File: src/ast_map.vh
// Purpose: Register offsets, field positions and timing constants of the serial transceiver
// Assumes: Plain register port with an 8-bit data path
// Notes:   Offsets are register indices on the plain port
`ifndef AST_MAP_VH
`define AST_MAP_VH

// Register offsets
`define AST_ADDR_W        3
`define AST_OFF_DATA      3'h0
`define AST_OFF_CTRL      3'h1
`define AST_OFF_DIV_LO    3'h2
`define AST_OFF_DIV_HI    3'h3
`define AST_OFF_MATCH     3'h4
`define AST_OFF_MASK      3'h5
`define AST_OFF_FLAGS     3'h6

// Control write fields
`define AST_CW_WORD8      0
`define AST_CW_PAR_EN     1
`define AST_CW_ODD        2
`define AST_CW_STOP2      3

// Status read fields
`define AST_ST_TRANSMITTER_BUSY      0
`define AST_ST_FULL       1
`define AST_ST_EMPTY      2
`define AST_ST_CHECK_BIT_ERROR       3
`define AST_ST_BUFFER_OVERFLOW       4
`define AST_ST_FRAMING_ERROR       5
`define AST_ST_LINE_BREAK_SEEN       6
`define AST_ST_RECEIVER_BUSY      7

// Event mask and flag fields
`define AST_EV_RECEIVE_COMPLETE_EVENT       0
`define AST_EV_BRK        1
`define AST_EV_ADR        2

// Timing
`define AST_DIV_W         13
`define AST_SMP_PER_BIT   4'h8
`define AST_SMP_TAKE      4'h4
`define AST_SMP_LAST      4'h7
`define AST_QUARTER_SMP   4'h2
`define AST_CFG_RESET     4'h0
`define AST_DIV_RESET     13'h0000

`endif

File: src/ast_transceiver.v
// Purpose: Asynchronous serial transmitter and receiver with a two-entry receive buffer
// Assumes: Divider written nonzero by software before use, transmit written only when idle
// Notes:   Sample tick = clock/(divider+1); one bit spans eight sample ticks
//
// What this block does
// - Pulse the interrupt output whenever transmitter busy falls; no flag, no mask.
// - Receive-complete event at every telegram end, even when full; masked to interrupt.
// - Break and match events reach interrupt when masked in; they then set flags.
// - Receive flag set only when the buffer was empty before that completion.
// - Interrupt pulses at most once per telegram, whatever events coincide.
// - Event flags hold until the end of the next telegram or break, then update.
// - No match event nor flag when parity or frame error occurred.
// - Data write loads shifter, starts start bit, sets transmitter busy.
// - At nominal end of last stop bit clear busy and pulse interrupt.
// - First falling receive edge starts reception and sets receiver busy.
// - After last bit push data and status, raise event, clear receiver busy.
// - Parity error set when received parity differs from configured parity.
// - Frame error set when start or stop bit level is wrong.
// - Break flagged when input low for a whole telegram length.
// - After a break, receive needs line high a quarter bit first.
// - Two entries; full on second; third telegram discarded, overrun set.
// - Data read pops oldest entry; visible error flags follow next entry.
// - Clearing module enable aborts traffic and resets all internal registers.
// - Two-of-three majority filter at sample rate; bit taken on fifth sample.
// - New reception may start right after final stop sample; flags set then.
// - Control bits select word size, parity enable, odd parity, two stops.
// - Sample rate is clock over divider plus one; bit rate sample over eight.
// - Start bit driven opposite idle level; stop bits at idle level.
// - Parity bit makes ones count of data plus parity odd or even.
// - Each received word compared with match value; equality raises match event.
//
// The strobed register port and the address map were chosen for this implementation.
`timescale 1ns/1ps
`include "ast_map.vh"

module ast_transceiver (
	// Clock and reset
	input  wire       clock,
	input  wire       rst_n,
	// Module enable, low holds everything in reset
	input  wire       module_enable,
	// Register port
	input  wire [2:0] reg_addr,
	input  wire [7:0] reg_wdata,
	input  wire       reg_wr,
	input  wire       reg_rd,
	output reg  [7:0] reg_rdata,
	// Serial lines
	input  wire       serial_rx,
	output reg        serial_tx,
	// Interrupt source
	output reg        irq_pulse
);

	// Control and configuration
	reg [3:0]  cfg_r;
	reg [12:0] div_r;
	reg [7:0]  match_r;
	reg [2:0]  mask_r;
	reg [2:0]  flags_r;
	reg        buffer_overflow_r;
	reg        line_break_seen_pend_r;

	// Sample rate generator
	reg [12:0] div_cnt_r;
	reg        tick_r;

	// Receive filter and frame
	reg [2:0]  rx_hist_r;
	reg        rx_filt_r;
	reg        receiver_busy_r;
	reg [2:0]  rx_smp_r;
	reg [3:0]  rx_bit_r;
	reg [10:0] rx_shift_r;
	reg        rx_fr_r;

	// Break detection and recovery
	reg [6:0]  brk_cnt_r;
	reg        brk_hold_r;
	reg [3:0]  hi_cnt_r;

	// Receive buffer: data plus parity, frame and break status
	reg [10:0] fifo_mem_r [0:1];
	reg [1:0]  fifo_cnt_r;
	reg        fifo_rp_r;

	// Transmitter
	reg        transmitter_busy_r;
	reg [2:0]  tx_smp_r;
	reg [3:0]  tx_bit_r;
	reg [11:0] tx_shift_r;

	// Telegram length in bits from the format bits
	function [3:0] tg_len;
		input [3:0] cfg;
		begin
			tg_len = 4'h9 + {3'h0, cfg[`AST_CW_WORD8]} + {3'h0, cfg[`AST_CW_PAR_EN]}
				+ {3'h0, cfg[`AST_CW_STOP2]};
		end
	endfunction

	wire       rst_all   = ~rst_n;
	wire       en        = module_enable;
	wire [3:0] len       = tg_len(cfg_r);
	wire       word8     = cfg_r[`AST_CW_WORD8];
	wire       par_en    = cfg_r[`AST_CW_PAR_EN];
	wire       odd       = cfg_r[`AST_CW_ODD];
	wire       wr_data   = reg_wr && reg_addr == `AST_OFF_DATA;
	wire       rd_data   = reg_rd && reg_addr == `AST_OFF_DATA;
	wire       fifo_empty = fifo_cnt_r == 2'h0;
	wire       fifo_full  = fifo_cnt_r == 2'h2;
	wire [10:0] head     = fifo_mem_r[fifo_rp_r];

	// Majority of three raw line samples
	wire maj = (rx_hist_r[0] & rx_hist_r[1]) | (rx_hist_r[1] & rx_hist_r[2])
		| (rx_hist_r[0] & rx_hist_r[2]);

	// Received telegram decode: bits stored LSB first from start bit onward
	reg  [7:0] rx_word;
	reg        rx_par;
	reg        rx_stop_ok;
	reg        rx_ones;
	always @* begin
		rx_word    = word8 ? rx_shift_r[8:1] : {1'b0, rx_shift_r[7:1]};
		rx_par     = word8 ? rx_shift_r[9] : rx_shift_r[8];
		rx_ones    = ^rx_word ^ (par_en ? rx_par : 1'b0);
		// Final stop is the live sample, not yet stored in the shifter
		// With two stops the first one sits just below it in every format
		rx_stop_ok = rx_filt_r & (cfg_r[`AST_CW_STOP2] ? rx_shift_r[len - 4'h2] : 1'b1);
	end

	// Final sample of a telegram
	wire rx_take  = receiver_busy_r && tick_r && rx_smp_r == `AST_SMP_TAKE;
	wire rx_last  = rx_take && rx_bit_r == len - 4'h1;
	wire par_err  = par_en && (rx_ones != odd);
	wire fr_err   = rx_fr_r || !rx_stop_ok;
	wire match_ev = (rx_word == match_r) && !par_err && !fr_err;
	wire brk_ev   = tick_r && !rx_filt_r && !brk_hold_r
		&& brk_cnt_r == {len, 3'h0} - 7'h1;
	wire tx_done  = transmitter_busy_r && tick_r && tx_smp_r == `AST_SMP_LAST
		&& tx_bit_r == len - 4'h1;

	// Sample rate generator, down counter reloaded with divider
	// A zero divider ticks every clock; software must load 1 or more
	// Divider changes only take effect at the next reload, so a
	// half-written value lasts at most one sample period
	always @(posedge clock or posedge rst_all) begin
		if (rst_all) begin
			div_cnt_r <= `AST_DIV_RESET;
			tick_r    <= 1'b0;
		end else if (!en) begin
			div_cnt_r <= `AST_DIV_RESET;
			tick_r    <= 1'b0;
		end else begin
			tick_r    <= div_cnt_r == `AST_DIV_RESET;
			div_cnt_r <= (div_cnt_r == `AST_DIV_RESET) ? div_r : div_cnt_r - 13'h0001;
		end
	end

	// Register writes; divider high byte written last completes the value
	always @(posedge clock or posedge rst_all) begin
		if (rst_all) begin
			cfg_r   <= `AST_CFG_RESET;
			div_r   <= `AST_DIV_RESET;
			match_r <= 8'h00;
			mask_r  <= 3'h0;
		end else if (!en) begin
			cfg_r   <= `AST_CFG_RESET;
			div_r   <= `AST_DIV_RESET;
			match_r <= 8'h00;
			mask_r  <= 3'h0;
		end else if (reg_wr) begin
			case (reg_addr)
			`AST_OFF_CTRL:   cfg_r <= reg_wdata[3:0];
			`AST_OFF_DIV_LO: div_r[7:0] <= reg_wdata;
			`AST_OFF_DIV_HI: div_r[12:8] <= reg_wdata[4:0];
			`AST_OFF_MATCH:  match_r <= reg_wdata;
			`AST_OFF_MASK:   mask_r <= reg_wdata[2:0];
			default: ;
			endcase
		end
	end

	// Transmitter: start, data, parity, stops shifted out LSB first
	always @(posedge clock or posedge rst_all) begin
		if (rst_all) begin
			transmitter_busy_r    <= 1'b0;
			tx_smp_r   <= 3'h0;
			tx_bit_r   <= 4'h0;
			tx_shift_r <= 12'hFFF;
			serial_tx  <= 1'b1;
		end else if (!en) begin
			transmitter_busy_r    <= 1'b0;
			tx_smp_r   <= 3'h0;
			tx_bit_r   <= 4'h0;
			tx_shift_r <= 12'hFFF;
			serial_tx  <= 1'b1;
		end else if (wr_data) begin
			transmitter_busy_r  <= 1'b1;
			tx_smp_r <= 3'h0;
			tx_bit_r <= 4'h0;
			serial_tx <= 1'b0;
			if (word8)
				tx_shift_r <= {2'h3, ^reg_wdata ^ odd | ~par_en, reg_wdata, 1'b0};
			else if (par_en)
				tx_shift_r <= {3'h7, ^reg_wdata[6:0] ^ odd, reg_wdata[6:0], 1'b0};
			else
				tx_shift_r <= {4'hF, reg_wdata[6:0], 1'b0};
		end else if (transmitter_busy_r && tick_r) begin
			tx_smp_r <= tx_smp_r + 3'h1;
			if (tx_smp_r == `AST_SMP_LAST) begin
				if (tx_done) begin
					transmitter_busy_r   <= 1'b0;
					serial_tx <= 1'b1;
				end else begin
					tx_bit_r   <= tx_bit_r + 4'h1;
					tx_shift_r <= {1'b1, tx_shift_r[11:1]};
					serial_tx  <= tx_shift_r[1];
				end
			end
		end
	end

	// Receiver filter, framing, break watch
	always @(posedge clock or posedge rst_all) begin
		if (rst_all) begin
			rx_hist_r   <= 3'h7;
			rx_filt_r   <= 1'b1;
			receiver_busy_r     <= 1'b0;
			rx_smp_r    <= 3'h0;
			rx_bit_r    <= 4'h0;
			rx_shift_r  <= 11'h000;
			rx_fr_r     <= 1'b0;
			brk_cnt_r   <= 7'h00;
			brk_hold_r  <= 1'b0;
			hi_cnt_r    <= 4'h0;
		end else if (!en) begin
			rx_hist_r   <= 3'h7;
			rx_filt_r   <= 1'b1;
			receiver_busy_r     <= 1'b0;
			rx_smp_r    <= 3'h0;
			rx_bit_r    <= 4'h0;
			rx_shift_r  <= 11'h000;
			rx_fr_r     <= 1'b0;
			brk_cnt_r   <= 7'h00;
			brk_hold_r  <= 1'b0;
			hi_cnt_r    <= 4'h0;
		end else if (tick_r) begin
			rx_hist_r <= {rx_hist_r[1:0], serial_rx};
			rx_filt_r <= maj;
			// Break timer counts low samples, a high sample restarts it
			if (rx_filt_r)
				brk_cnt_r <= 7'h00;
			else if (!brk_ev && !brk_hold_r)
				brk_cnt_r <= brk_cnt_r + 7'h01;
			if (brk_ev)
				brk_hold_r <= 1'b1;
			// Recovery needs a quarter bit of high before new reception
			if (brk_hold_r) begin
				hi_cnt_r <= rx_filt_r ? hi_cnt_r + 4'h1 : 4'h0;
				if (rx_filt_r && hi_cnt_r == `AST_QUARTER_SMP - 4'h1) begin
					brk_hold_r <= 1'b0;
					hi_cnt_r   <= 4'h0;
				end
			end
			if (!receiver_busy_r) begin
				if (rx_filt_r && !maj && !brk_hold_r) begin
					receiver_busy_r  <= 1'b1;
					rx_smp_r <= 3'h1;
					rx_bit_r <= 4'h0;
					rx_fr_r  <= 1'b0;
				end
			end else begin
				rx_smp_r <= rx_smp_r + 3'h1;
				if (rx_smp_r == `AST_SMP_TAKE) begin
					rx_shift_r[rx_bit_r] <= rx_filt_r;
					if (rx_bit_r == 4'h0 && rx_filt_r)
						rx_fr_r <= 1'b1;
					rx_bit_r <= rx_bit_r + 4'h1;
					if (rx_last)
						receiver_busy_r <= 1'b0;
				end
			end
		end
	end

	// Receive buffer push and pop; a break also makes an entry
	// Write slot is the one after the newest entry; when full and read in the
	// same cycle, the slot being popped takes the new entry, so no
	// telegram is lost to a read that races the stop sample
	// Overrun stays set until disable, as nothing else clears it
	wire push = rx_last || brk_ev;
	wire [10:0] push_ent = brk_ev ? {1'b1, 2'h0, 8'h00}
		: {1'b0, fr_err, par_err, rx_word};
	always @(posedge clock or posedge rst_all) begin
		if (rst_all) begin
			fifo_cnt_r    <= 2'h0;
			fifo_rp_r     <= 1'b0;
			buffer_overflow_r        <= 1'b0;
			fifo_mem_r[0] <= 11'h000;
			fifo_mem_r[1] <= 11'h000;
		end else if (!en) begin
			fifo_cnt_r    <= 2'h0;
			fifo_rp_r     <= 1'b0;
			buffer_overflow_r        <= 1'b0;
			fifo_mem_r[0] <= 11'h000;
			fifo_mem_r[1] <= 11'h000;
		end else begin
			if (rd_data && !fifo_empty)
				fifo_rp_r <= ~fifo_rp_r;
			if (push && (!fifo_full || rd_data))
				fifo_mem_r[fifo_rp_r ^ fifo_cnt_r[0]] <= push_ent;
			else if (push)
				buffer_overflow_r <= 1'b1;
			case ({push && (!fifo_full || rd_data), rd_data && !fifo_empty})
			2'b10:   fifo_cnt_r <= fifo_cnt_r + 2'h1;
			2'b01:   fifo_cnt_r <= fifo_cnt_r - 2'h1;
			default: fifo_cnt_r <= fifo_cnt_r;
			endcase
		end
	end

	// Event flags refreshed at each telegram end, single interrupt pulse
	// Flags are replaced as a whole at every push, so software sees
	// only the events of the latest telegram or break
	// Transmit end and receive end can meet in one cycle; they share
	// the pulse then, which the interrupt controller cannot split
	wire [2:0] ev_now = {match_ev & rx_last & mask_r[`AST_EV_ADR],
		brk_ev & mask_r[`AST_EV_BRK],
		rx_last & fifo_empty & mask_r[`AST_EV_RECEIVE_COMPLETE_EVENT]};
	wire rx_irq = (rx_last && mask_r[`AST_EV_RECEIVE_COMPLETE_EVENT]) || ev_now[2] || ev_now[1];
	always @(posedge clock or posedge rst_all) begin
		if (rst_all) begin
			flags_r     <= 3'h0;
			irq_pulse   <= 1'b0;
			line_break_seen_pend_r <= 1'b0;
		end else if (!en) begin
			flags_r     <= 3'h0;
			irq_pulse   <= 1'b0;
			line_break_seen_pend_r <= 1'b0;
		end else begin
			if (push)
				flags_r <= ev_now;
			line_break_seen_pend_r <= brk_ev;
			// One pulse covers all events of the telegram
			irq_pulse <= rx_irq || tx_done;
		end
	end

	// Read data, one cycle after the strobe
	// Held at zero outside that cycle so a wired read bus stays quiet
	always @(posedge clock or posedge rst_all) begin
		if (rst_all) begin
			reg_rdata <= 8'h00;
		end else if (!en || !reg_rd) begin
			reg_rdata <= 8'h00;
		end else begin
			case (reg_addr)
			`AST_OFF_DATA:  reg_rdata <= head[7:0];
			`AST_OFF_CTRL:  reg_rdata <= {receiver_busy_r, head[10] & ~fifo_empty,
				head[9] & ~fifo_empty, buffer_overflow_r, head[8] & ~fifo_empty,
				fifo_empty, fifo_full, transmitter_busy_r};
			`AST_OFF_FLAGS: reg_rdata <= {5'h00, flags_r};
			default:        reg_rdata <= 8'h00;
			endcase
		end
	end

endmodule

File: config.mk
export PLATFORM = sky130hd
export DESIGN_NAME = ast_transceiver
export DESIGN_NICKNAME = d
export VERILOG_FILES = /design/src/ast_transceiver.v
export VERILOG_INCLUDE_DIRS = /design/src
export SDC_FILE = /design/constraint.sdc
export NUM_CORES = 1
export LEC_CHECK = 0
export BUFFER_PORTS_ARGS = -buffer_cell sky130_fd_sc_hd__buf_2
export CORE_ASPECT_RATIO = 1.25
export CORE_MARGIN = 2
export CORE_UTILIZATION = 55
export CTS_BUF_LIST = sky130_fd_sc_hd__clkbuf_2
export CTS_CLUSTER_DIAMETER = 150
export DETAILED_ROUTE_END_ITERATION = 10
export PLACE_DENSITY = 0.76
export SYNTH_ARGS = -nofsm -noshare
export SYNTH_HDL_FRONTEND = slang
export SYNTH_SLANG_ARGS = --single-unit
File: constraint.sdc
create_clock -name clock -period 4.5 [get_ports clock]
set_input_delay 1.125 -clock clock [delete_from_list [all_inputs] [get_ports clock]]
set_output_delay 1.125 -clock clock [all_outputs]
set_load 0.02 [all_outputs]
==> results of run 1 <==
## path summary, 6_finish.rpt
check	slack, ns	from	cells after the start	endpoint
worst max-delay path	1.11	cfg_r[0]	11	fifo_mem_r[7]
worst min-delay path	0.40	rst_n	1	fifo_cnt_r[1]
worst max register to register	1.11	cfg_r[0]	11	fifo_mem_r[7]
worst min register to register	0.50	tx_shift_r[1]	2	tx_shift_r[1]
max in group asynchronous	3.22	rst_n	2	fifo_mem_r[5]
min in group clock	0.50	tx_shift_r[1]	2	tx_shift_r[1]
## sequential cells by signal, summed over array words and instances, names as in the netlist, 4 cells and up
name and count:
fifo_mem_r 22, div_cnt_r 13, div_r 13, rx_shift_r 11, tx_shift_r 9, match_r 8, reg_rdata 8, brk_cnt_r 7
cfg_r 4, hi_cnt_r 4, rx_bit_r 4, tx_bit_r 4
## placed cells by master (no fill, tap or decap), drive strengths merged, types with 9 or more instances in the layout
cell type	synthesis	layout
xnor2	29	29
dfstp	14	14
inv	18	18
nand2	45	45
ha	18	18
mux2i	55	55
nor3	11	11
and3	9	9
dfrtp	120	120
nor2	101	101
clkbuf	30	22
a22o	20	20
or3	10	10
xor2	18	18
a21oi	34	34
nand3	34	34
buf	10	32
o21ai	34	34
## layer usage
layer,share of wire,global-route usage,up-vias
li1,-,-,2495
met1,0.42,0.313,2632
met2,0.50,0.428,166
met3,0.047,0.0501,35
met4,0.033,0.123,0
met5,0,0,-
## power groups by stage
stage	clock network, mW	logic [mW]	registers, mW
after floorplan	0	0.322	1.32
after global placement	0	0.397	1.34
after detailed placement	0	0.408	1.34
after CTS	0.649	0.411	1.32
after global routing	0.705	0.467	1.33
final	0.631	0.410	1.32
## final cells by class
| cell class | instances | area share |
|---|---|---|
| diodes | 1 | 0.000334 |
| clock inverters | 10 | 0.0112 |
| inverters | 18 | 0.00902 |
| clock buffers | 22 | 0.0147 |
| flip-flops and latches | 134 | 0.450 |
| repair buffers | 32 | 0.0242 |
| well taps | 168 | 0.0280 |
| multi-input cells | 511 | 0.463 |
## critical path, stage by stage (launching register included)
cell and delay (ns):
dfrtp_1 0.51, inv_1 0.12, ha_1 0.30, inv_1 0.04
ha_1 0.19, ha_1 0.40, nor2_8 0.17, xnor3_1 0.27
and4_1 0.28, a31oi_2 0.44, o21a_1 0.41, a22o_1 0.20
## logic make-up after synthesis
family / Yosys count / synth area share
adder cells (fa/ha/maj): 20 / 0.0361
multiplexers: 58 / 0.0864
XOR/XNOR: 51 / 0.0710
buffers and inverters: 58 / 0.0337
AO/OA/AOI/OAI: 124 / 0.115
AND/OR/NAND/NOR: 258 / 0.181
flip-flops: 134 / 0.477
## stage by stage
stage	setup WS (ns)	hold WS, ns
4_1_cts	1.15	0.370
2_1_floorplan	1.40	0.438
3_3_place_gp	1.33	0.456
6_report	1.11	0.404
5_1_grt	0.896	0.378
3_5_place_dp	1.19	0.472
==> flow_summary.toml, run 1 <==
[pwr]
p_leak_nw = 3.40
combPwrFrac = 0.173
p_int_mw = 1.63
power_frac_seq = 0.560
swShare = 0.312
vdd_drop_max_v = 0.000292
p_switching_mw = 0.739
total_power_mw = 2.36
power_frac_clock = 0.267
powerDensity_nw_per_um2 = 316

[logic_synthesis]
synth.area.top_cells = "dfrtp_1 (43%), mux2i_1 (7.8%), dfstp_2 (5.2%)"
syn_nets = 739
yosysTopAreaCell = "dfrtp_1"
synth_ff_type = "dfrtp_1"
synth_area_um2 = 7060
synth_edf_count = 0
avgSynthCellArea_um2 = 10.0
yosysTopAreaCellShare = 0.425
yosys.cell_count.top_type = "dfrtp_1"
ys_types = 60
synth_seq_cells = 134
synth_common_cells = "dfrtp_1 (120), nor2_1 (98), mux2i_1 (55)"
syn_inst = 703
async_flop_share = 1.00
yosysWarnings = 0
ys_seq_area_frac = 0.477

[routing]
finalWirelength_um = 16100
num_vias = 5328
avgViaCountPerCell = 5.95
drc = 0
dr.first_iter.drc_count = 386
drt.antenna.violating_nets = 0
first_pass_iters = 5
post_drt_wl_per_cell_um = 17.9

[place]
dpl_cell_area_um2 = 7300
hpwl_um = 11200
dp_cells = 863
gp_congestion = 0.887
io_buffers = 26

[sta]
period_share = 0.752
fmax_mhz = 295
rsz0062_at_grt = "false"
setup_viol = 0
finalClockSkew_ns = 0.0324
finalSetupTns_ns = 0
timing_hold_violations_final = 0
period_minus_slack_ns = 3.39
relSlewSlack = 0.174
worst_pin_slew_ns = 1.22
drv_slew = 0

[clocking]
cts_root_buffer = "clkbuf_2"
cts_buffer_depth = 2
cts_sinks = 134
tritoncts = "done"
clk_pin_slew_worst_paths_ns = 0.19
cts_resized = 0
cts_setup_buffers = 0
clock_latency_ns = 0.73
cts_made_buffers = 17
cts_hold_buf = 0
cts_max_level = 4

[floorplanning]
row_count = 46
die-area_um2 = 13800
fp.dieW_um = 105
ios = 27
die_y_um = 131
start_util = 0.560
core_area_um2 = 12600

[finish]
final_cells = 896
fin_util = 0.595
register_area_um2 = 3370
fill_cells = 1063
area_delta_synth_final_pct = 6.09
drive_above_1_share = 0.122
layout.nets = 750
postLayoutCellArea_um2 = 7490
multi_input_area_um2 = 3470

[global_routing]
grt_pass1_wl_um = 27100
grt_start_max_net_pins = 76
antenna_found_initial = 1
grt_pass1_vias = 5341
grt_util_all_layers = 0.253
grt_overflow = 0

[worst_hold_path]
min_path_type = "primary input to async pin"

[flow_run]
cap_violations = 0

[critical_path]
cp-start-kind = "flip-flop"
arrival_ns = 4.06
cp-end-kind = "flip-flop"
required_ns = 5.17
path_max_fanout = 10
worst-setup-path-type = "flip-flop to flip-flop"

[run_status]
status = "completed"
Power figures use the tool's default switching activity.
==> inputs of run 2 (changes only) <==
PLACE_DENSITY = 0.79   (was 0.76)
clock period = 2.85 ns   (was 4.5 ns; I/O delays follow)
==> run 2 against run 1 <==
  * Flip-flop and latch count is the same
  * Critical endpoint is now brk_cnt_r[3]
  * Critical path type unchanged
  * Final area up 5.2%
  * Count of clock-buffer cells in the layout fell by 5
  * First-iteration DRC count is 20% lower
  * Clock power grew 89%
==> flow_summary.toml, run 2 (same netlist as run 1, synthesis figures left out) <==
[global_routing]
antenna_found_initial = 1
grt_pass1_vias = 5875
grt_overflow = 0
grt_start_max_net_pins = 67
grt_pass1_wl_um = 28500
grt_util_all_layers = 0.266

[floorplanning]
die-area_um2 = 13800
die_y_um = 131
start_util = 0.560
fp.dieW_um = 105
core_area_um2 = 12600
row_count = 46
ios = 27

[finish]
top_regs = "fifo_mem_r: 22 flops, div_cnt_r: 13 flops, div_r: 13 flops"
largest_reg_flops = 22
drive_above_1_share = 0.168
mostFrequentLayoutCell = "dfrtp_1"
fin_util = 0.625
fill_cells = 1029
mostFrequentLayoutCells = "dfrtp_1 (120), nor2_1 (98), mux2i_1 (55), nand2_1 (45), nand3_1 (34)"
layout.nets = 780
final_cells = 926
largest_register = "fifo_mem_r"
area_delta_synth_final_pct = 11.6

[sta]
finalClockSkew_ns = 0.0262
worst_pin_slew_ns = 0.766
setup_viol = 0
period_share = 0.976
finalSetupTns_ns = 0
fmax_mhz = 360
period_minus_slack_ns = 2.78
timing_hold_violations_final = 0
final.setup.worst_slack_ns = 0.0694
relSlewSlack = 0.489
drv_slew = 0

[pwr]
p_switching_mw = 1.24
power_frac_seq = 0.519
power_frac_clock = 0.298
swShare = 0.309
combPwrFrac = 0.183
powerDensity_nw_per_um2 = 508
p_int_mw = 2.76
vdd_drop_max_v = 0.000430
p_leak_nw = 3.57

[clocking]
cts_max_level = 4
cts_made_buffers = 17
clock_latency_ns = 0.75
cts_root_buffer = "clkbuf_2"
cts_buffer_depth = 2
cts_sinks = 134
clk_pin_slew_worst_paths_ns = 0.19
tritoncts = "done"

[routing]
avgViaCountPerCell = 6.01
num_vias = 5568
drt.antenna.violating_nets = 0
post_drt_wl_per_cell_um = 18.7
first_pass_iters = 5
finalWirelength_um = 17300
drc = 0
dr.first_iter.drc_count = 309

[critical_path]
cp-end-kind = "flip-flop"
worst-setup-path-type = "flip-flop to flip-flop"
arrival_ns = 3.48
slowest_delay_ns = 0.41
cp_cell_sequence = "inv_1 > ha_1 > inv_1 > ha_4 > ha_4 > nor2_8 > xnor3_1 > and4_4 > o21a_1 > buf_4 > or3_1 > a21oi_2"
crit_path_top_delay_cell = "dfrtp_1"
path_max_fanout = 11
path_delay_family = "simple AND/OR/NAND/NOR gates"
path_buf_inv = 3
cp-start-kind = "flip-flop"
required_ns = 3.55

[worst_hold_path]
min_path_type = "primary input to flip-flop"

[place]
gp_congestion = 0.937
dp_cells = 882
hpwl_um = 12200
place_worst_setup_slack_ns = -0.0296
io_buffers = 26

[flow_run]
cap_violations = 0

[run_status]
status = "completed"
==> run 2: worst paths after layout <==
check,start,end,slack (ns),cells after the start
worst max-delay path,cfg_r[3],brk_cnt_r[3],0.07,12
min in group asynchronous,rst_n,match_r[6],0.48,2
worst min-delay path,serial_rx,rx_hist_r[0],0.17,3
worst min register to register,tx_shift_r[2],tx_shift_r[2],0.50,2
max in group asynchronous,rst_n,tx_shift_r[4],1.61,3
worst max register to register,cfg_r[3],brk_cnt_r[3],0.07,12
==> run 2: timing repair <==
| action | CTS | global route |
|---|---|---|
| setup buffers | 2 | 6 |
| cloned | 0 | 2 |
| pin swaps | 1 | 7 |
| endpoints found under the hold margin | 59 | 0 |
| endpoints found under the setup margin | 24 | 29 |
| hold buffers | 1 | 0 |
| gates resized for setup | 4 | 11 |
==> run 2: power groups by stage <==
stage | Clock [mW] | Combinational, mW | Sequential [mW]
detailed placement | 0 | 0.704 | 2.10
global route | 1.29 | 0.818 | 2.09
floorplan | 0 | 0.510 | 2.08
global placement | 0 | 0.678 | 2.10
CTS | 1.21 | 0.717 | 2.08
finish | 1.19 | 0.731 | 2.08
==> run 2: layout make-up <==
class	instances	area [um^2]	area share
diodes	1	2.50	0.000318
clock buffers	17	85.1	0.0108
flip-flops and latches	134	3370	0.428
clock inverters	15	161	0.0205
repair buffers	60	419	0.0532
inverters	18	67.6	0.00857
well taps	168	210	0.0267
multi-input cells	513	3560	0.452
==> run 2: per-layer routing <==
metal  track usage  up-vias  part of all wire
met3        0.0570       48             0.055
met1         0.303     2775              0.39
met4         0.128        0             0.030
met2         0.479      188              0.52
li1              -     2557                 -
met5             0        -                 0
==> run 2: metrics by stage <==
stage / hold slack [ns] / cell area [um^2] / power [mW]
finish: 0.171 / 7880 / 4.00
global route: 0.127 / 7880 / 4.19
CTS: 0.138 / 7770 / 4.00
detailed placement: 0.472 / 7480 / 2.81
global placement: 0.456 / 7480 / 2.78
floorplan: 0.417 / 7090 / 2.59
==> run 2: worst reg2reg max path, cell delays in order, from the launching register on <==
cell     delay, ns
dfrtp_1       0.41
inv_1         0.08
ha_1          0.27
inv_1         0.06
ha_4          0.16
ha_4          0.25
nor2_8        0.11
xnor3_1       0.25
and4_4        0.23
o21a_1        0.22
buf_4         0.17
or3_1         0.38
a21oi_2       0.14
==> inputs of run 3 (changes only) <==
CORE_ASPECT_RATIO = 0.8   (was 1.25)
==> run 3 against run 2 <==
  * Wire length down 2.7%
  * Core utilization down 0.79 points
  * Maximum frequency down 0.59%
  * Critical path depth down 3
  * Worst setup slack worse by 0.016 ns
  * Largest cell class unchanged
  * Critical endpoint is now irq_pulse
  * Final cell count up 0.43%
  * Global-route usage down 0.80 points
  * Count of clock-buffer cells in the layout up 3
==> flow_summary.toml, run 3 (same netlist as run 1, synthesis figures left out) <==
[run_status]
status = "completed"

[routing]
avgViaCountPerCell = 6.05
post_drt_wl_per_cell_um = 18.1
num_vias = 5631
finalWirelength_um = 16800
drt.antenna.violating_nets = 0
dr.first_iter.drc_count = 453
first_pass_iters = 5
drc = 0

[critical_path]
required_ns = 3.48
cp-start-kind = "flip-flop"
rrSetupSlack_ns = 0.05
path_max_fanout = 5
reg2reg_to = "irq_pulse"
arrival_ns = 3.43
worst-setup-path-type = "flip-flop to flip-flop"
startpoint = "cfg_r[1]"
r2r-start = "cfg_r[1]"
cp-end-kind = "flip-flop"
rr_worst_depth = 9

[clocking]
cts_buffer_depth = 2
clk_pin_slew_worst_paths_ns = 0.19
tritoncts = "done"
cts_max_level = 4
cts_sinks = 134
cts_made_buffers = 17
clock_latency_ns = 0.76
cts_root_buffer = "clkbuf_2"

[floorplanning]
row_count = 37
core_area_um2 = 12700
die-area_um2 = 13800
ios = 27
start_util = 0.557
fp.dieW_um = 131
die_y_um = 105

[global_routing]
grt_pass1_wl_um = 27400
grt_util_all_layers = 0.258
antenna_found_initial = 0
grt_pass1_vias = 5523
grt_overflow = 0
grt_start_max_net_pins = 55

[place]
gp_congestion = 0.940
dp_cells = 890
place_worst_setup_slack_ns = -0.0396
dpl_cell_area_um2 = 7500
io_buffers = 26
hpwl_um = 11800

[finish]
fill_cells = 975
area_delta_synth_final_pct = 10.9
top_regs = "fifo_mem_r: 22 flops, div_cnt_r: 13 flops, div_r: 13 flops"
diodes = 0
mostFrequentLayoutCell = "dfrtp_1"
largest_register = "fifo_mem_r"
postLayoutCellArea_um2 = 7830
largest_reg_flops = 22
drive_above_1_share = 0.176
mostFrequentLayoutCells = "dfrtp_1 (120), nor2_1 (98), mux2i_1 (55), nand2_1 (45)"
layout.nets = 778
final_cells = 930

[sta]
worst_pin_slew_ns = 0.731
hold_slack_ns = 0.216
fmax_mhz = 358
final.setup.worst_slack_ns = 0.0530
timing_hold_violations_final = 0
period_minus_slack_ns = 2.80
relSlewSlack = 0.509
setup_viol = 0
drv_slew = 0
period_share = 0.981
finalClockSkew_ns = 0.0306

[worst_hold_path]
min_path_type = "primary input to flip-flop"
hold_depth = 3
holdPathEnd = "rx_hist_r[0]"
hold_path.startpoint = "serial_rx"

[pwr]
vdd_drop_max_v = 0.000302
p_leak_nw = 3.54
powerDensity_nw_per_um2 = 484

[flow_run]
cap_violations = 0
-- run 3: cell count changes in the layout (fill, tap and decap cells not counted), moves of 2 or more --
| cell | previous run | this run |
|---|---|---|
| buf_4 | 31 | 29 |
| clkinv_2 | 3 | 7 |
| inv_2 | 2 | 4 |
| clkinv_4 | 2 | 0 |
| bufinv_16 | 3 | 1 |
| clkbuf_2 | 17 | 20 |
| clkinv_1 | 4 | 2 |
| inv_1 | 16 | 14 |
-- run 3: worst max path at each step --
stage,end
2_1_floorplan,fifo_mem_r[0]
3_3_place_gp,irq_pulse
3_5_place_dp,irq_pulse
4_1_cts,irq_pulse
5_1_grt,fifo_mem_r[9]
6_report,irq_pulse
-- run 3: area by class of cell --
type	instances	area (um^2)	share of cell area
inverters	18	67.6	0.00863
well taps	175	219	0.0280
flip-flops and latches	134	3370	0.430
repair buffers	58	413	0.0527
multi-input cells	513	3570	0.456
clock buffers	20	100	0.0128
clock inverters	12	87.6	0.0112
-- run 3: worst max-delay path, cell delays in order (launching register included) --
cell and delay, ns:
dfrtp_1 0.39, inv_1 0.08, fa_2 0.67, buf_4 0.21, mux2_2 0.34, a221oi_1 0.33, nor4_1 0.11, nor2_1 0.22
or3_1 0.20, a41oi_2 0.12
-- run 3: per-stage QoR --
| step | total power, mW | TNS, ns | utilization |
|---|---|---|---|
| final | 3.79 | 0 | 0.617 |
| after global routing | 4.00 | -0.00307 | 0.617 |
| after CTS | 3.79 | -0.00540 | 0.611 |
| after detailed placement | 2.81 | -0.205 | 0.592 |
| after global placement | 2.78 | -0.00792 | 0.592 |
| after floorplan | 2.59 | 0 | - |
-- run 3: repair_timing --
item / in CTS / in global routing
setup buffers: 2 / 3
pin swaps: 4 / 5
cloned: 2 / 0
setup endpoints to repair: 22 / 38
hold endpoints to repair: 34 / 0
resized for setup: 6 / 14
hold buffers: 1 / 0
-- run 3: per-layer routing --
metal  track usage  wire length (um)
met5             0                 0
met4         0.105               431
met3        0.0574               983
met2         0.399              7950
met1         0.353              7480
-- run 3: power breakdown --
group / switching, mW / leakage, nW / internal (mW)
registers: 0.0793 / 1.81 / 2.00
logic: 0.438 / 1.60 / 0.287
clock network: 0.685 / 0.128 / 0.307
total: 1.20 / 3.54 / 2.59
